### src/hdl/tmr_consts.svh
`ifndef TMR_CONSTS_SVH
`define TMR_CONSTS_SVH
// control registers keep their word index; byte address is four times it
`define TMR_IDX_LOWER_CTL    8'h16
`define TMR_IDX_UPPER_CTL    8'h17
`define TMR_ADDR_LOWER_CTL   (`TMR_IDX_LOWER_CTL << 2)
`define TMR_ADDR_UPPER_CTL   (`TMR_IDX_UPPER_CTL << 2)
`define TMR_ADDR_PERIOD      8'h20
`define TMR_ADDR_PWIDTH      8'h24
`define TMR_ADDR_STATUS      8'h28
`define TMR_ADDR_MISC        8'h2C
`define TMR_CTL_RESET        8'h00
`define TMR_FF_BIT           7
`define TMR_CK_HI            6
`define TMR_CK_LO            4
`define TMR_RUN_BIT          3
`define TMR_MODE_HI          2
`define TMR_MODE_LO          0
`define TMR_CK_FAST          3'h6
`define TMR_CK_PIN           3'h7
`define TMR_M_TIMER          3'h0
`define TMR_M_PDO            3'h1
`define TMR_M_PWM8           3'h2
`define TMR_M_16BIT          3'h3
`define TMR_M_T16            3'h4
`define TMR_M_WARM           3'h5
`define TMR_M_PWM16          3'h6
`define TMR_M_PPG            3'h7
`define TMR_DIV_W            11
`define TMR_RESP_OKAY        2'h0
`define TMR_RESP_SLVERR      2'h2
`endif

### src/hdl/tmr_pkg.sv
package tmr_pkg;
    // fields of one control register
    typedef struct packed {
        logic       flipflop_ctl;
        logic [2:0] clock_select;
        logic       run_control;
        logic [2:0] mode_select;
    } tmr_ctl_t;
    typedef enum logic [1:0] {
        TMR_PWR_NORMAL, TMR_PWR_IDLE, TMR_PWR_SLOW, TMR_PWR_SLEEP
    } tmr_pwr_t;
endpackage : tmr_pkg

### src/hdl/tmr_byte_counter.sv
`timescale 1ns/1ps
`include "tmr_consts.svh"
// one 8-bit up counter with synchronous clear and carry
module tmr_byte_counter #(
    parameter int W = 8
) (
    input  wire logic         aclk,
    input  wire logic         aresetn,
    input  wire logic         run,
    input  wire logic         step,
    input  wire logic         clear,
    output logic [W-1:0]      count,
    output logic              carry
);
    assign carry = step && (count == {W{1'b1}});
    // stopped counter is cleared
    always_ff @(posedge aclk) begin
        if (!aresetn || !run)
            count <= '0;
        else if (clear)
            count <= '0;
        else if (step)
            count <= count + 1'b1;
    end
endmodule : tmr_byte_counter

### src/hdl/tmr_tick_select.sv
`timescale 1ns/1ps
`include "tmr_consts.svh"
// count source selection from prescaler taps and synchronised inputs
module tmr_tick_select #(
    parameter int DIV_W = `TMR_DIV_W
) (
    input  wire logic             aclk,
    input  wire logic             aresetn,
    input  wire logic [2:0]       clock_select,
    input  wire logic             divider_tap_select,
    input  wire logic             slow_mode,
    input  wire logic             warmup_mode,
    input  wire logic             slow_edge,
    input  wire logic             pin_edge,
    output logic                  tick
);
    logic [DIV_W-1:0] div;
    logic [DIV_W-1:0] div_d;
    logic [2:0]       slow_div;
    logic             slow_tap;
    logic             fast_ok;

    // free-running prescaler on the fast clock
    always_ff @(posedge aclk) begin
        if (!aresetn) begin
            div   <= '0;
            div_d <= '0;
        end else begin
            div   <= div + 1'b1;
            div_d <= div;
        end
    end

    // slow clock divided by eight
    always_ff @(posedge aclk) begin
        if (!aresetn)
            slow_div <= 3'h0;
        else if (slow_edge)
            slow_div <= slow_div + 1'b1;
    end
    assign slow_tap = slow_edge && (slow_div == 3'h7);
    assign fast_ok  = !slow_mode; // fast taps dead in slow/sleep

    // tap falls: bit n 1->0 marks one tick per 2^(n+1)
    always_comb begin
        case (clock_select)
            3'h0: tick = (divider_tap_select || slow_mode) ? slow_tap
                         : (div_d[10] && !div[10]);
            3'h1: tick = fast_ok && div_d[6] && !div[6];
            3'h2: tick = fast_ok && div_d[4] && !div[4];
            3'h3: tick = fast_ok && div_d[2] && !div[2];
            3'h4: tick = slow_edge;
            3'h5: tick = fast_ok && div_d[0] && !div[0];
            `TMR_CK_FAST: tick = fast_ok || warmup_mode;
            default: tick = pin_edge;
        endcase
    end
endmodule : tmr_tick_select

### src/hdl/tmr_timer_pair.sv
`timescale 1ns/1ps
`include "tmr_consts.svh"
module tmr_timer_pair (
    input  wire logic         aclk,
    input  wire logic         aresetn,
    input  wire logic [7:0]   s_axi_awaddr,
    input  wire logic         s_axi_awvalid,
    output logic              s_axi_awready,
    input  wire logic [31:0]  s_axi_wdata,
    input  wire logic [3:0]   s_axi_wstrb,
    input  wire logic         s_axi_wvalid,
    output logic              s_axi_wready,
    output logic [1:0]        s_axi_bresp,
    output logic              s_axi_bvalid,
    input  wire logic         s_axi_bready,
    input  wire logic [7:0]   s_axi_araddr,
    input  wire logic         s_axi_arvalid,
    output logic              s_axi_arready,
    output logic [31:0]       s_axi_rdata,
    output logic [1:0]        s_axi_rresp,
    output logic              s_axi_rvalid,
    input  wire logic         s_axi_rready,
    input  wire logic         low_frequency_clock,
    input  wire logic         lower_pin,
    input  wire logic         upper_pin,
    output logic              lower_timer_out,
    output logic              upper_timer_out
);
    // ------------------------------------------------------------
    // registers
    // ------------------------------------------------------------
    tmr_pkg::tmr_ctl_t lower_timer_control;
    tmr_pkg::tmr_ctl_t upper_timer_control;
    logic [7:0]        upper_period_reg;
    logic [7:0]        upper_pulse_width_reg;
    logic [7:0]        lower_period_reg;
    logic [7:0]        lower_pulse_width_reg;
    logic              divider_tap_select;
    tmr_pkg::tmr_pwr_t power_mode;
    logic [2:0]        fs_sync;
    logic [2:0]        lp_sync;
    logic [2:0]        up_sync;
    logic              aw_held;
    logic              w_held;
    logic [7:0]        aw_addr;
    logic [31:0]       w_data;
    logic [3:0]        w_strb;
    logic              lower_ff;
    logic              upper_ff;
    logic              upper_run_q;
    logic              lower_run_q;

    // ------------------------------------------------------------
    // input synchronisers and edges
    // ------------------------------------------------------------
    always_ff @(posedge aclk) begin
        if (!aresetn) begin
            fs_sync <= 3'h0;
            lp_sync <= 3'h0;
            up_sync <= 3'h0;
        end else begin
            fs_sync <= {fs_sync[1:0], low_frequency_clock};
            lp_sync <= {lp_sync[1:0], lower_pin};
            up_sync <= {up_sync[1:0], upper_pin};
        end
    end
    logic fs_edge, lp_edge, up_edge;
    assign fs_edge = fs_sync[1] && !fs_sync[2];
    assign lp_edge = lp_sync[1] && !lp_sync[2];
    assign up_edge = up_sync[1] && !up_sync[2];

    // ------------------------------------------------------------
    // mode decode
    // ------------------------------------------------------------
    logic       cascade;
    logic [2:0] eff_mode;
    logic       slow_mode;
    logic       lower_run;
    logic       upper_run;
    assign cascade   = lower_timer_control.mode_select == `TMR_M_16BIT;
    assign eff_mode  = cascade ? upper_timer_control.mode_select
                               : lower_timer_control.mode_select;
    assign slow_mode = power_mode == tmr_pkg::TMR_PWR_SLOW
                    || power_mode == tmr_pkg::TMR_PWR_SLEEP;
    assign lower_run = cascade ? upper_timer_control.run_control
                               : lower_timer_control.run_control;
    assign upper_run = upper_timer_control.run_control;

    // ------------------------------------------------------------
    // count sources
    // ------------------------------------------------------------
    logic lower_tick, upper_tick_8;
    tmr_tick_select u_lower_src (
        .aclk               (aclk),
        .aresetn            (aresetn),
        .clock_select       (lower_timer_control.clock_select),
        .divider_tap_select (divider_tap_select),
        .slow_mode          (slow_mode),
        .warmup_mode        (cascade && eff_mode == `TMR_M_WARM),
        .slow_edge          (fs_edge),
        .pin_edge           (lp_edge),
        .tick               (lower_tick)
    );
    tmr_tick_select u_upper_src (
        .aclk               (aclk),
        .aresetn            (aresetn),
        .clock_select       (upper_timer_control.clock_select),
        .divider_tap_select (divider_tap_select),
        .slow_mode          (slow_mode),
        .warmup_mode        (1'b0),
        .slow_edge          (fs_edge),
        .pin_edge           (up_edge),
        .tick               (upper_tick_8)
    );

    // ------------------------------------------------------------
    // counters
    // ------------------------------------------------------------
    logic [7:0] lower_count, upper_count;
    logic       lower_carry;
    logic       lower_match, upper_match, full_match, pw_match;
    logic       lower_clear, upper_clear;
    logic [15:0] count16;
    assign count16 = {upper_count, lower_count};
    assign lower_match = lower_tick && lower_count == lower_period_reg;
    assign upper_match = upper_tick_8 && upper_count == upper_period_reg;
    assign full_match  = lower_tick
        && count16 == {upper_period_reg, lower_period_reg};
    assign pw_match    = lower_tick
        && count16 == {upper_pulse_width_reg, lower_pulse_width_reg};
    assign lower_clear = cascade ? full_match : lower_match;
    assign upper_clear = cascade ? full_match : upper_match;

    tmr_byte_counter u_lower_cnt (
        .aclk    (aclk),
        .aresetn (aresetn),
        .run     (lower_run),
        .step    (lower_tick),
        .clear   (lower_clear),
        .count   (lower_count),
        .carry   (lower_carry)
    );
    tmr_byte_counter u_upper_cnt (
        .aclk    (aclk),
        .aresetn (aresetn),
        .run     (upper_run),
        .step    (cascade ? lower_carry : upper_tick_8),
        .clear   (upper_clear),
        .count   (upper_count),
        .carry   ()
    );

    // ------------------------------------------------------------
    // timer flip-flops and outputs
    // ------------------------------------------------------------
    // load on start; per mode, toggle on matches or set from the pulse-width compare
    always_ff @(posedge aclk) begin
        if (!aresetn) begin
            lower_ff    <= 1'b0;
            lower_run_q <= 1'b0;
        end else begin
            lower_run_q <= lower_run;
            if (lower_run && !lower_run_q)
                lower_ff <= cascade ? upper_timer_control.flipflop_ctl
                                    : lower_timer_control.flipflop_ctl;
            else if (lower_run) begin
                case (eff_mode)
                    `TMR_M_PDO:   if (lower_match) lower_ff <= !lower_ff;
                    `TMR_M_PWM8:  if (lower_tick) lower_ff <=
                        lower_count < lower_pulse_width_reg;
                    `TMR_M_PWM16, `TMR_M_PPG: if (pw_match || full_match)
                        lower_ff <= !lower_ff;
                    `TMR_M_T16, `TMR_M_WARM: if (full_match)
                        lower_ff <= !lower_ff;
                    default:      lower_ff <= lower_ff;
                endcase
            end
        end
    end
    always_ff @(posedge aclk) begin
        if (!aresetn) begin
            upper_ff    <= 1'b0;
            upper_run_q <= 1'b0;
        end else begin
            upper_run_q <= upper_run;
            if (upper_run && !upper_run_q)
                upper_ff <= upper_timer_control.flipflop_ctl;
            else if (upper_run && !cascade && upper_match)
                upper_ff <= !upper_ff;
        end
    end
    always_ff @(posedge aclk) begin
        if (!aresetn) begin
            lower_timer_out <= 1'b0;
            upper_timer_out <= 1'b0;
        end else begin
            lower_timer_out <= lower_ff;
            upper_timer_out <= cascade ? lower_ff : upper_ff;
        end
    end

    // ------------------------------------------------------------
    // axi4-lite write
    // ------------------------------------------------------------
    logic do_write;
    assign do_write = aw_held && w_held && !s_axi_bvalid;
    always_ff @(posedge aclk) begin
        if (!aresetn) begin
            aw_held       <= 1'b0;
            w_held        <= 1'b0;
            s_axi_awready <= 1'b1;
            s_axi_wready  <= 1'b1;
            aw_addr <= 8'h00;
            w_data  <= 32'h0000_0000;
            w_strb  <= 4'h0;
        end else begin
            if (s_axi_awvalid && s_axi_awready) begin
                aw_held       <= 1'b1;
                s_axi_awready <= 1'b0;
                aw_addr <= s_axi_awaddr;
            end else if (do_write) begin
                aw_held       <= 1'b0;
                s_axi_awready <= 1'b1;
            end
            if (s_axi_wvalid && s_axi_wready) begin
                w_held       <= 1'b1;
                s_axi_wready <= 1'b0;
                w_data <= s_axi_wdata;
                w_strb <= s_axi_wstrb;
            end else if (do_write) begin
                w_held       <= 1'b0;
                s_axi_wready <= 1'b1;
            end
        end
    end
    // register stores; control writes take effect at once, even on a running timer
    always_ff @(posedge aclk) begin
        if (!aresetn) begin
            lower_timer_control   <= `TMR_CTL_RESET;
            upper_timer_control   <= `TMR_CTL_RESET;
            upper_period_reg      <= 8'h00;
            upper_pulse_width_reg <= 8'h00;
            lower_period_reg      <= 8'h00;
            lower_pulse_width_reg <= 8'h00;
            divider_tap_select    <= 1'b0;
            power_mode            <= tmr_pkg::TMR_PWR_NORMAL;
        end else if (do_write && w_strb[0]) begin
            case (aw_addr)
                `TMR_ADDR_LOWER_CTL: lower_timer_control <= w_data[7:0];
                `TMR_ADDR_UPPER_CTL: upper_timer_control <= w_data[7:0];
                `TMR_ADDR_PERIOD: lower_period_reg <= w_data[7:0];
                `TMR_ADDR_PWIDTH: lower_pulse_width_reg <= w_data[7:0];
                `TMR_ADDR_MISC: begin
                    divider_tap_select <= w_data[0];
                    power_mode <= tmr_pkg::tmr_pwr_t'(w_data[2:1]);
                end
                default: ;
            endcase
            if (aw_addr == `TMR_ADDR_PERIOD && w_strb[1])
                upper_period_reg <= w_data[15:8];
            if (aw_addr == `TMR_ADDR_PWIDTH && w_strb[1])
                upper_pulse_width_reg <= w_data[15:8];
        end
    end
    always_ff @(posedge aclk) begin
        if (!aresetn) begin
            s_axi_bvalid <= 1'b0;
            s_axi_bresp  <= `TMR_RESP_OKAY;
        end else if (do_write) begin
            s_axi_bvalid <= 1'b1;
            s_axi_bresp  <= (aw_addr == `TMR_ADDR_LOWER_CTL
                || aw_addr == `TMR_ADDR_UPPER_CTL
                || aw_addr == `TMR_ADDR_PERIOD
                || aw_addr == `TMR_ADDR_PWIDTH
                || aw_addr == `TMR_ADDR_MISC
                || aw_addr == `TMR_ADDR_STATUS)
                ? `TMR_RESP_OKAY : `TMR_RESP_SLVERR;
        end else if (s_axi_bready)
            s_axi_bvalid <= 1'b0;
    end

    // ------------------------------------------------------------
    // axi4-lite read
    // ------------------------------------------------------------
    always_ff @(posedge aclk) begin
        if (!aresetn) begin
            s_axi_arready <= 1'b0;
            s_axi_rvalid  <= 1'b0;
            s_axi_rdata   <= 32'h0000_0000;
            s_axi_rresp   <= `TMR_RESP_OKAY;
        end else begin
            s_axi_arready <= !s_axi_arready && !s_axi_rvalid
                && s_axi_arvalid;
            if (s_axi_arvalid && s_axi_arready) begin
                s_axi_rvalid <= 1'b1;
                s_axi_rresp  <= `TMR_RESP_OKAY;
                case (s_axi_araddr)
                    `TMR_ADDR_LOWER_CTL: s_axi_rdata <=
                        {24'h000000, lower_timer_control};
                    `TMR_ADDR_UPPER_CTL: s_axi_rdata <=
                        {24'h000000, upper_timer_control};
                    `TMR_ADDR_PERIOD: s_axi_rdata <=
                        {16'h0000, upper_period_reg, lower_period_reg};
                    `TMR_ADDR_PWIDTH: s_axi_rdata <= {16'h0000,
                        upper_pulse_width_reg, lower_pulse_width_reg};
                    `TMR_ADDR_STATUS: s_axi_rdata <= {13'h0000, upper_ff,
                        lower_ff, upper_run, count16};
                    `TMR_ADDR_MISC: s_axi_rdata <=
                        {29'h00000000, power_mode, divider_tap_select};
                    default: begin
                        s_axi_rdata <= 32'h0000_0000;
                        s_axi_rresp <= `TMR_RESP_SLVERR;
                    end
                endcase
            end else if (s_axi_rready)
                s_axi_rvalid <= 1'b0;
        end
    end
endmodule : tmr_timer_pair

### config.mk
export PLATFORM = sky130hd
export DESIGN_NAME = tmr_timer_pair
export DESIGN_NICKNAME = d
export VERILOG_FILES = /design/src/hdl/tmr_pkg.sv /design/src/hdl/tmr_byte_counter.sv /design/src/hdl/tmr_tick_select.sv /design/src/hdl/tmr_timer_pair.sv
export VERILOG_INCLUDE_DIRS = /design/src /design/src/hdl
export SDC_FILE = /design/constraint.sdc
export NUM_CORES = 1
export LEC_CHECK = 0
export BUFFER_PORTS_ARGS = -buffer_cell sky130_fd_sc_hd__buf_4
export CAP_MARGIN = 15
export CORE_ASPECT_RATIO = 1.4
export CORE_UTILIZATION = 62
export DETAILED_ROUTE_END_ITERATION = 16
export PLACE_DENSITY_LB_ADDON = 0.1
export SETUP_SLACK_MARGIN = 0.3
export SLEW_MARGIN = 30
export SYNTH_ARGS = -nofsm -noshare
export SYNTH_HDL_FRONTEND = slang
export SYNTH_SLANG_ARGS = --single-unit
### constraint.sdc
create_clock -name aclk -period 6.8 [get_ports aclk]
set_input_delay 1.02 -clock aclk [delete_from_list [all_inputs] [get_ports aclk]]
set_output_delay 1.02 -clock aclk [all_outputs]
set_load 0.01 [all_outputs]
After elaboration in Yosys (flattened, before gate mapping)
Index checks and enable logic that the tools add are counted.

cells by class
  add/subtract/negate cells = 6
  $mul = 0
  div/mod/pow operators = 0
  $lt $le $gt $ge = 1
  equality and inequality tests = 44
  shift operators = 0
  mux-type cells = 33
  bitwise gates (word level) = 0
  reductions and logical operators = 101

operator list
  kind                                           number
  one-hot mux 19 bit (6 select lines)            1
  == test 8 x 6 -> 1 bit, second input constant  8
  logical AND 1 bit                              43
  == test 3 bit, second input constant           12
  == test 16 bit                                 2
  == test 8 x 7 -> 1 bit, second input constant  4
  two-way mux 1 bit                              26
  zero test 1 bit                                25
  adder 11 x 1 -> 11 bit, second input constant  2
  == test 3 x 2 -> 1 bit, second input constant  6
  adder 8 x 1 -> 8 bit, second input constant    2
  == test 8 bit                                  2
  one-hot mux 1 bit (7 select lines)             2
  AND reduction 2 bit                            7
  inequality test 3 bit, second input constant   4
  nonzero test 2 bit                             6
  logical OR 1 bit                               11
  == test 3 x 1 -> 1 bit, second input constant  3
  == test 8 bit, second input constant           1
  less-than comparator 8 bit                     1
  OR reduction 2 bit                             4
  adder 3 x 1 -> 3 bit, second input constant    2
  zero test 3 bit                                2
  AND reduction 6 bit                            1
  6 further kinds                                8

storage, ports and cells
  register bits after elaboration = 201
  bits in latches = 0
  memory bits (writable) = 0
  ROM bits = 0
  input port bits = 62
  output and inout port bits = 43
  word-level logic and storage cells = 229
  memories kept = 0

Logic depth before layout (Yosys ltp)
Gate-level depths: netlist of the first run.

  word-level depth = 12
  depth in mapped cells = 10
  depth with buffers taken out = 9

By module
A second synthesis of the first run with hierarchy kept.

unflattened totals
  cells, all modules = 889
  area, all modules = 8264.2 µm²

by module, submodules not included
  module            times used  cells an instance  area an instance (µm²)  sequential area each (µm²)
  tmr_timer_pair    1           639                5861.9                  2402.3
  tmr_tick_select   2           86                 840.8                   380.4
  tmr_byte_counter  2           39                 360.3                   160.2

Least setup slack after synthesis of the first run
No wires, ideal clock.

  kind = in2reg
  start = input port s_axi_araddr[2]
  end = register s_axi_rdata[7]
  library setup time = 115 ps
  arrival = 2525 ps
  required time = 6685 ps
  setup slack = 4160 ps
  stages = 6
  buffers on the path = 2
  path through = clkbuf_1 -> buf_1 -> mux2_2 -> a222oi_1 -> o21ai_0 -> and2_1

between the ends
  cells in the longest elaborated chain, start to end = 2
  elaborated cells between the ends (all ways) = 7
  classes of those cells = eq/ne (6); mux (1)

ends and longest elaborated chain
  element                                                                  RTL line               source
  start: declaration                                                       tmr_timer_pair.sv:16   input wire logic [7:0] s_axi_araddr,
  == test 8 x 6 -> 1 bit / == test 8 x 7 -> 1 bit (equally long branches)  tmr_timer_pair.sv:297  case (s_axi_araddr)
  one-hot mux 19 bit (6 select lines) *                                    tmr_timer_pair.sv:297
  end signal: assignment                                                   tmr_timer_pair.sv:298  `TMR_ADDR_LOWER_CTL: s_axi_rdata <=
  end signal: assignment                                                   tmr_timer_pair.sv:300  `TMR_ADDR_UPPER_CTL: s_axi_rdata <=
  end signal: assignment                                                   tmr_timer_pair.sv:302  `TMR_ADDR_PERIOD: s_axi_rdata <=
  end: declaration                                                         tmr_timer_pair.sv:19   output logic [31:0] s_axi_rdata,

Mark *: on every way between the ends. The rest lies on a longest branch, timed or not.
A chain may end at the register's enable or synchronous reset.

Worst setup path after layout of the first run
  start = register lower_timer_control[1] in the netlist's numbering
  end = register lower_ff

between the ends
  cells in the longest elaborated chain, start to end = 10
  elaborated cells between the ends (all ways) = 30
  classes of those cells = eq/ne (11); mux (7); reduce/logical (12)

ends and longest elaborated chain
  element                                  RTL line                                      source
  start: declaration                       tmr_timer_pair.sv:32                          tmr_pkg::tmr_ctl_t lower_timer_control;
  start signal: assignment                 tmr_timer_pair.sv:239                         lower_timer_control <= `TMR_CTL_RESET;
  start signal: assignment                 tmr_timer_pair.sv:249                         `TMR_ADDR_LOWER_CTL: lower_timer_control <= w_data[7:0];
  == test 3 x 2 -> 1 bit (no source line)  --
  two-way mux 3 bit                        tmr_timer_pair.sv:81                          assign eff_mode = cascade ? upper_timer_control.mode_select
  == test 3 bit                            tmr_timer_pair.sv:167                         case (eff_mode)
  logical AND 1 bit (no source line)       --
  logical OR 1 bit                         tmr_tick_select.sv:54                         `TMR_CK_FAST: tick = fast_ok || warmup_mode;
  one-hot mux 1 bit (7 select lines)       tmr_tick_select.sv:46                         case (clock_select)
  logical AND 1 bit (on tied branches)     tmr_timer_pair.sv:130, tmr_timer_pair.sv:128
  logical OR 1 bit                         tmr_timer_pair.sv:171                         `TMR_M_PWM16, `TMR_M_PPG: if (pw_match || full_match)
  inequality test 3 bit (no source line)   --
  AND reduction 6 bit (no source line)     --
  end signal: assignment                   tmr_timer_pair.sv:172                         lower_ff <= !lower_ff;
  end signal: assignment                   tmr_timer_pair.sv:174                         lower_ff <= !lower_ff;
  end signal: assignment                   tmr_timer_pair.sv:175                         default: lower_ff <= lower_ff;
  end: declaration                         tmr_timer_pair.sv:48                          logic lower_ff;

Several ways; a longest one is shown, not always the timed one. The select of a mux whose other input is x is not followed.

==> results_dict.tcl, run 1 <==
set metrics [dict create \
    combPwrFrac_pct 4.6 \
    start_util_pct 63.6 \
    grt-ovfl-total 0 \
    ys.flop_type "dfxtp_1" \
    arrival_ns 3.08 \
    r2r_setup_slack_ns 4.03 \
    critPathKind "reg2reg" \
    hold_end "lp_sync[1]" \
    fin_cells 1104 \
    power_switching_mw 0.465 \
    grt_max_degree 81 \
    ctsHoldBuffers 0 \
    holdCritPathClass "reg2reg" \
    yosysWarnings 0 \
    cts_tree "done" \
    max_freq_mhz 361 \
    drt_iter0_markers 331 \
    final_nets 1016 \
    io_pins 105 \
    clk_latency_ns 0.42 \
    r2r-start "lower_timer_control[1]" \
    synth_area_leaders "dfxtp_1 43%, mux2i_1 7.2%, a21boi_0 5.1%" \
    postRouteAntennaNets 0 \
    internal_power_mw 1.64 \
    path_max_fanout 10 \
    vias_per_cell 5.72 \
    async_flop_share_pct 0 \
    cts_made_buffers 17 \
    reg2reg_depth 7 \
    n_antenna_cell 0 \
    ir_drop_uv 183 \
    skew_ns 0.0102 \
    start_kind "register" \
    rows 49 \
    gp_congestion 0.930 \
    final.setup.tns_ns 0 \
    syn-mean-instance-area_um2 9.13 \
    largest_reg_flops 19 \
    worstMarginPinSlew_ns 0.904 \
    area_growth_pct 12.9 \
    final-max-slew-violation-count 0 \
    grt_pass1_vias 6149 \
    grt_pass1_wl_um 29700 \
    cts_resized 0 \
    post_drt_wl_per_cell_um 16.4 \
    p_seq_share_pct 50.3 \
    clockRootBuffer "clkbuf_16" \
    clock_sinks 174 \
    clockBufferDepth 2 \
    whs_ns 0.431 \
    dp_hpwl_um 13200 \
    path_clk_slew_ns 0.06 \
    reg_top3 "s_axi_rdata (19), w_data (16)" \
    power_leakage_nw 3.57 \
    layout_min_cycle_time_ns 2.77 \
    status "complete, no violations" \
    drc 0 \
    dieHeight_um 138 \
    dp_cells 1072 \
    holdPathStages 1 \
    dr_total_vias 6316 \
    finalHoldViolCount 0 \
    r2r-end "lower_ff" \
    port_buffers 71 \
    syn_inst 897 \
    maxCapViolCount 0 \
    synth_area_um2 8190 \
    ys_types 65 \
    drive_gt1_share_pct 14.0 \
    period_share_pct 40.8 \
    p_per_area_nw_per_um2 227 \
    wl_um 18100 \
    dieArea_um2 13700 \
    grt.total_usage_pct 27.5 \
    synth_area_leader_cell "dfxtp_1" \
    worstSetupEndpointType "register" \
    post_cts_buffers 0 \
    antenna_found_initial 0 \
    yosysSeqAreaShare_pct 42.5 \
    clkPwrFrac_pct 45.0 \
    h-tree-depth 4 \
    drtPass1Iterations 5 \
    max_slew_margin_pct 39.6 \
    swShare_pct 22.1 \
    min_from "lp_sync[0]" \
    grt_setup_unrepaired "no" \
    design.core.area_um2 12900 \
    largest_register "s_axi_rdata" \
    finalSetupViolCount 0 \
    die_w_um 99.2 \
    synth_edf_count 0 \
    required_ns 7.11 \
    synth_top_area_share_pct 42.5 \
    ys_ff_latch 174 \
]
[critical path, stage by stage (launching register included)]
cell and delay, ns:
dfxtp_1 0.53, nand3b_1 0.44, a211o_1 0.36, a21oi_1 0.29, or2_1 0.36, o211ai_2 0.14
a41oi_2 0.19, mux2_1 0.33
[layout make-up]
cell class	count	area, um^2
repair buffers	73	548
clock inverters	13	136
well taps	153	191
multi-input cells	657	4390
flip-flops and latches	174	3480
inverters	15	56.3
fillers	1005	3620
clock buffers	19	443
[cell usage in the layout (no fill, tap or decap), types with 8 or more instances in the layout]
master,instances
dfxtp_1,174
nand2_1,110
buf_4,73
nor2b_1,62
mux2i_1,59
a21boi_0,56
and2_1,48
xnor2_1,41
o21ai_0,37
nor2_1,33
nand3_1,27
clkbuf_16,17
mux2_2,16
ha_1,16
inv_1,15
nand4_1,15
conb_1,15
a21oi_1,13
xor2_1,10
and3_1,8
or3_1,8
a22oi_1,8
[metrics by stage]
stage | setup WS (ns) | power, mW | util (%) | area, um^2
floorplan | 4.16 | 1.14 | - | 8250
global placement | 3.91 | 1.17 | 67.3 | 8670
detailed placement | 3.81 | 1.18 | 67.3 | 8670
CTS | 4.10 | 2.12 | 71.8 | 9250
global route | 3.91 | 2.18 | 71.9 | 9250
finish | 4.03 | 2.10 | 71.9 | 9250
[power by group through the flow]
stage	clock, mW	sequential (mW)	combinational (mW)
after floorplan	0	1.07	0.0698
after global placement	0	1.08	0.0937
after detailed placement	0	1.08	0.0972
after CTS	0.963	1.06	0.0977
after global routing	1.01	1.06	0.107
final	0.947	1.06	0.0973
[worst max path at each step]
stage,start,to,slack (ns),cells past startpoint
after global placement,s_axi_araddr[1],s_axi_rdata[4],3.91,8
after CTS,lower_timer_control[1],lower_ff,4.10,7
after floorplan,s_axi_araddr[2],s_axi_rdata[7],4.16,6
after global routing,lower_timer_control[0],lower_ff,3.91,7
after detailed placement,s_axi_araddr[1],s_axi_rdata[6],3.81,8
final,lower_timer_control[1],lower_ff,4.03,7
[cells by family (layout without fill, tap and decap cells)]
logic type / count (synthesis) / in the layout / synth area share, %
fa+ha+maj: 16 / 16 / 2.44
simple gates: 352 / 352 / 22.9
xor+xnor: 51 / 51 / 5.45
compound gates: 147 / 147 / 12.6
flops: 174 / 174 / 42.5
other cells: 1 / 15 / 0.0458
buf+inv: 80 / 120 / 4.57
mux: 76 / 76 / 9.54
[cell usage after synthesis (all sizes together) (3+ instances only)]
| cell | number |
|---|---|
| a2111oi | 3 |
| a211o | 3 |
| a21boi | 56 |
| a21oi | 13 |
| a221oi | 3 |
| a222oi | 5 |
| a22oi | 8 |
| and2 | 48 |
| and3 | 8 |
| and4 | 3 |
| buf | 26 |
| clkbuf | 39 |
| dfxtp | 174 |
| ha | 16 |
| inv | 15 |
| mux2 | 17 |
| mux2i | 59 |
| nand2 | 110 |
| nand2b | 6 |
| nand3 | 27 |
| nand3b | 5 |
| nand4 | 15 |
| nor2 | 33 |
| nor2b | 62 |
| nor3 | 6 |
| o21ai | 41 |
| or2 | 3 |
| or3 | 8 |
| or3b | 4 |
| xnor2 | 41 |
| xor2 | 10 |
[metal layers]
metal  share of wire (%)  wire length (um)  track usage (%)
met3                 4.1               747             4.85
met4                 3.0               537             12.9
met5                   0                 0                0
met1                  41              7510             32.8
met2                  51              9320             47.8
(Power assumes the default switching activity.)
==> inputs of run 2 (changes only) <==
ABC_AREA = 1   (was not set)
CORE_UTILIZATION = 52   (was 62)
clock period = 2.4 ns   (was 6.8 ns; I/O delays follow)
==> run 2 against run 1 <==
Final cell count rose by 23%; critical path depth grew 6; fmax grew 41%; worst setup slack worse by 3.6 ns; first-iteration DRC count grew 6.3%; critical endpoint is now u_upper_cnt.count[2].
==> results_dict.tcl, run 2 <==
set metrics [dict create \
    grt_pass1_wl_um 31900 \
    final_cell_mix "174 x dfxtp_1, 165 x nand2_1, 139 x inv_1" \
    worstSetupEndpointType "register" \
    holdPathStages 3 \
    cp_num_buf_inv 0 \
    h-tree-depth 4 \
    r2r_setup_slack_ns 0.44 \
    ir_drop_uv 437 \
    start_kind "register" \
    grt-ovfl-total 0 \
    synth_common_cells "174 x dfxtp_1, 166 x nand2_1, 140 x inv_1" \
    design_area_um2 9380 \
    worst_path_largest_cell_delay_ns 0.33 \
    r2r-start "u_lower_src.slow_div[0]" \
    syn_inst 1083 \
    vias_per_cell 5.28 \
    synth_area_um2 8100 \
    io_pins 105 \
    holdCritPathClass "in2reg" \
    drt_iter0_markers 352 \
    fin_cells 1360 \
    yosysWarnings 0 \
    p_per_area_nw_per_um2 648 \
    final.setup.tns_ns 0 \
    reg2reg_depth 13 \
    antenna_found_initial 0 \
    final_nets 1234 \
    clk_latency_ns 0.43 \
    drive_gt1_share_pct 13.4 \
    async_flop_share_pct 0 \
    path_common_cell "nand2_1" \
    path_max_fanout 13 \
    synth.most_common_cell "dfxtp_1" \
    required_ns 2.77 \
    layout_min_cycle_time_ns 1.96 \
    nFillCells 1458 \
    crit_family "simple AND/OR/NAND/NOR gates" \
    yosysSeqAreaShare_pct 43.0 \
    port_buffers 71 \
    rows 53 \
    largest_register "s_axi_rdata" \
    post_drt_wl_per_cell_um 14.5 \
    whs_ns 0.110 \
    clockBufferDepth 2 \
    ctsHoldBuffers 0 \
    period_share_pct 81.7 \
    crit_slowest_cell "dfxtp_1" \
    max_freq_mhz 510 \
    dr_total_vias 7179 \
    path_clk_slew_ns 0.07 \
    cts_tree "done" \
    maxCapViolCount 0 \
    hold_end "fs_sync[0]" \
    critPathKind "reg2reg" \
    cts_made_buffers 17 \
    drtPass1Iterations 5 \
    synth_area_leader_cell "dfxtp_1" \
    clockRootBuffer "clkbuf_16" \
    worstMarginPinSlew_ns 0.556 \
    gp_congestion 0.896 \
    max_slew_margin_pct 62.7 \
    die_w_um 107 \
    status "complete, no violations" \
    final_common_cell "dfxtp_1" \
    min_from "low_frequency_clock" \
    ys_ff_latch 174 \
    final-max-slew-violation-count 0 \
    design.core.area_um2 15100 \
    dp_hpwl_um 14500 \
    dp_cells 1328 \
    skew_ns 0.00926 \
    synth_edf_count 0 \
    area_growth_pct 15.8 \
    largest_reg_flops 19 \
    ys.flop_type "dfxtp_1" \
    drc 0 \
    power_leakage_nw 3.81 \
    finalHoldViolCount 0 \
    synth_top_area_share_pct 43.0 \
    syn-mean-instance-area_um2 7.48 \
    finish.utilization_pct 62.0 \
    dieArea_um2 16100 \
    r2r-end "u_upper_cnt.count[2]" \
    ys_types 47 \
    n_antenna_cell 0 \
    arrival_ns 2.33 \
    grt_pass1_vias 6712 \
    grt_max_degree 49 \
    postRouteAntennaNets 0 \
    grt_setup_unrepaired "yes" \
    start_util_pct 53.6 \
    reg_top3 "s_axi_rdata (19), w_data (16)" \
    finalSetupViolCount 0 \
    placed_area_um2 8770 \
    dieHeight_um 150 \
    grt.total_usage_pct 25.5 \
    synth_area_leaders "dfxtp_1 43%, nand2_1 7.7%, a21oi_1 6.7%" \
    wl_um 19700 \
    clock_sinks 174 \
    cp_cell_sequence "ha_1 -> ha_1 -> nand2_1 -> nand2_1 -> nand3_2 -> nand2_2 -> nor2_4 -> nand3_4 -> nand3_2 -> nand2_4 -> nand2_1 -> nand2_1 -> a21oi_1" \
]
## run 2: how the worst max path moves through the flow
stage	from	endpoint	cells past startpoint
finish	u_lower_src.slow_div[0]	u_upper_cnt.count[2]	13
CTS	fs_sync[1]	u_upper_cnt.count[0]	11
detailed placement	s_axi_araddr[1]	s_axi_rdata[9]	7
global placement	s_axi_araddr[1]	s_axi_rdata[12]	7
floorplan	u_lower_src.slow_div[0]	lower_ff	13
global route	u_lower_src.slow_div[0]	u_lower_cnt.count[4]	11
## run 2: cell families after synthesis
family / Yosys count / synth area share (%)
XOR/XNOR: 22 / 2.38
AO/OA/AOI/OAI: 261 / 18.1
multiplexers: 1 / 0.124
buffers and inverters: 196 / 10.5
flip-flops: 174 / 43.0
adder cells (fa/ha/maj): 16 / 2.47
other: 1 / 0.0463
AND/OR/NAND/NOR: 412 / 23.5
## run 2: power by group
group	switching [mW]	leakage (nW)	internal (mW)
sequential	0.0416	1.41	2.96
combinational	0.210	2.12	0.126
clock	1.13	0.275	1.61
total	1.38	3.81	4.69
## run 2: area by class of cell
type | instances | area [um^2] | share of cell area, %
multi-input cells | 727 | 3840 | 40.9
flip-flops and latches | 174 | 3480 | 37.1
repair buffers | 93 | 698 | 7.44
inverters | 143 | 537 | 5.72
clock buffers | 22 | 474 | 5.05
well taps | 192 | 240 | 2.56
clock inverters | 9 | 109 | 1.16
## run 2: layer usage
layer | share of wire (%) | track usage [%]
met1 | 42 | 29.2
met2 | 50 | 45.4
met3 | 4.3 | 5.01
met4 | 3.2 | 11.0
met5 | 0 | 0
## run 2: timing repair
item	in CTS	in global routing
setup buffers	0	1
resized for setup	0	3
setup endpoints to repair	0	15
## run 2: metrics by stage
step	worst slack, ns	power (mW)
global placement	0.282	3.40
CTS	0.361	6.12
finish	0.440	6.07
detailed placement	0.274	3.40
global route	0.260	6.30
floorplan	0.736	3.28
## run 2: worst register-to-register path, cell delays in order, from the launching register on
cell and delay [ns]:
dfxtp_1 0.33, ha_1 0.20, ha_1 0.18, nand2_1 0.07
nand2_1 0.08, nand3_2 0.07, nand2_2 0.06, nor2_4 0.12
nand3_4 0.19, nand3_2 0.24, nand2_4 0.12, nand2_1 0.07
nand2_1 0.04, a21oi_1 0.13
==> inputs of run 3 (changes only) <==
CORE_UTILIZATION = 58   (was 52)
clock period = 2 ns   (was 2.4 ns; I/O delays follow)
==> run 3 against run 2 <==
Cell area increased by 6.0%; largest power group unchanged; sequential cell count unchanged; clock power increased by 18%; routed wire length increased by 6.3%; worst hold slack got worse by 0.064 ns; fmax increased by 6.5%; critical path depth decreased by 3; critical endpoint is now u_lower_cnt.count[4]; combinational power increased by 31%; sequential share of layout area decreased by 1.8 points; die area decreased by 10%.
==> results_dict.tcl, run 3 (synthesis results as in run 2) <==
set metrics [dict create \
    start_util_pct 60.0 \
    cts_made_buffers 17 \
    power_leakage_nw 4.03 \
    period_share_pct 92.0 \
    h-tree-depth 4 \
    nFillCells 1111 \
    final_common_cell "nand2_1" \
    r2r_setup_slack_ns 0.16 \
    placed_area_um2 8870 \
    post_drt_wl_per_cell_um 15.1 \
    vias_per_cell 5.49 \
    reg2reg_depth 10 \
    dieArea_um2 14500 \
    crit_end "u_lower_cnt.count[4]" \
    final_nets 1268 \
    final_cell_mix "159 x nand2_1, 154 x dfxtp_1, 127 x inv_1" \
    dp_cells 1331 \
    clock_sinks 174 \
    ir_drop_uv 635 \
    ctsHoldBuffers 0 \
    clockRootBuffer "clkbuf_16" \
    max_freq_mhz 543 \
    largest_reg_flops 19 \
    critPathKind "reg2reg" \
    holdCritPathClass "in2reg" \
    grt.total_usage_pct 29.1 \
    finalHoldViolCount 0 \
    drc 0 \
    required_ns 2.36 \
    startpoint "power_mode[1]" \
    grt_max_degree 92 \
    design_area_um2 9950 \
    cts_tree "done" \
    largest_register "s_axi_rdata" \
    drt_iter0_markers 440 \
    dieHeight_um 142 \
    skew_ns 0.00867 \
    finalSetupViolCount 0 \
    grt-ovfl-total 0 \
    final-max-slew-violation-count 0 \
    drive_gt1_share_pct 21.4 \
    p_per_area_nw_per_um2 732 \
    n_antenna_cell 0 \
    io_pins 105 \
    start_kind "register" \
    reg_top3 "s_axi_rdata (19), w_data (16)" \
    clockBufferDepth 2 \
    worstSetupEndpointType "register" \
    rows 50 \
    antenna_found_initial 0 \
    dr_total_vias 7602 \
    clk_latency_ns 0.43 \
    postRouteAntennaNets 0 \
    grt_setup_unrepaired "yes" \
    grt_pass1_wl_um 32400 \
    wl_um 20900 \
    status "complete, no violations" \
    design.core.area_um2 13500 \
    layout_min_cycle_time_ns 1.84 \
    drtPass1Iterations 5 \
    path_clk_slew_ns 0.06 \
    fin_cells 1385 \
    grt_pass1_vias 6883 \
    die_w_um 102 \
    area_growth_pct 22.8 \
    final.setup.tns_ns 0 \
    worstMarginPinSlew_ns 0.592 \
    r2r-end "u_lower_cnt.count[4]" \
    path_max_fanout 8 \
    port_buffers 71 \
    dp_hpwl_um 14400 \
    min_from "low_frequency_clock" \
    arrival_ns 2.20 \
    max_slew_margin_pct 60.4 \
    r2r-start "power_mode[1]" \
    maxCapViolCount 0 \
    gp_congestion 0.933 \
]
==> run 3: cell types whose count changed in the layout (fill, tap and decap cells not counted), moves of 7 or more <==
cell and delta:
dfxtp_2 +17, ha_1 -8, nand3_1 -7, inv_2 +10
inv_1 -12, ha_4 +8, buf_4 +27, dfxtp_1 -20
==> run 3: worst max-delay path, cell delays in order, from the launching register on <==
cell and delay (ns):
dfxtp_2 0.35, clkinvlp_4 0.21, nand3_2 0.11, nor2_1 0.05
nor2_1 0.12, nand2_2 0.08, nor2_4 0.17, nand3_4 0.14
o211ai_1 0.16, nand2_2 0.19, nor3b_2 0.18
==> run 3: power breakdown <==
part	leakage [nW]	total, mW	switching [mW]	internal, mW
registers	1.42	3.61	0.0565	3.55
logic	2.33	0.438	0.271	0.167
clock network	0.268	3.23	1.36	1.87
==> run 3: worst min-delay path by stage <==
| stage | end | cells past startpoint |
|---|---|---|
| 4_1_cts | fs_sync[0] | 3 |
| 2_1_floorplan | fs_sync[1] | 2 |
| 3_5_place_dp | lp_sync[1] | 2 |
| 3_3_place_gp | lp_sync[1] | 2 |
| 6_report | fs_sync[0] | 3 |
| 5_1_grt | up_sync[0] | 3 |
==> run 3: cell type report <==
class / instances / area [um^2] / share of cell area (%)
Inverter: 143 / 547 / 5.50
Clock inverter: 9 / 110 / 1.11
Clock buffer: 23 / 458 / 4.60
Tap cell: 182 / 228 / 2.29
Timing Repair Buffer: 127 / 982 / 9.87
Sequential cell: 174 / 3520 / 35.3
Multi-Input combinational cell: 727 / 4110 / 41.3
==> run 3: layer usage <==
metal	GRT usage (%)	wire (um)	vias up
met2	51.0	10700	247
li1	-	-	3783
met5	0	0	-
met3	4.73	872	72
met4	16.1	906	0
met1	33.3	8460	3500
==> run 3: metrics by stage <==
step                      setup slack, ns  util (%)  total power, mW  hold WS (ns)
after floorplan                     0.336         -             3.94         0.390
after global placement              0.115      65.7             4.08         0.400
after detailed placement           0.0842      65.7             4.09         0.399
after CTS                           0.235      71.7             7.28        0.0436
after global routing               0.0458      73.6             7.51        0.0505
final                               0.159      73.6             7.28        0.0459
==> run 3: what timing repair did <==
action,in CTS,in global routing
gates cloned,0,1
setup endpoints to repair,34,59
setup buffers,6,15
gates resized for setup,56,41
pin swaps,15,25
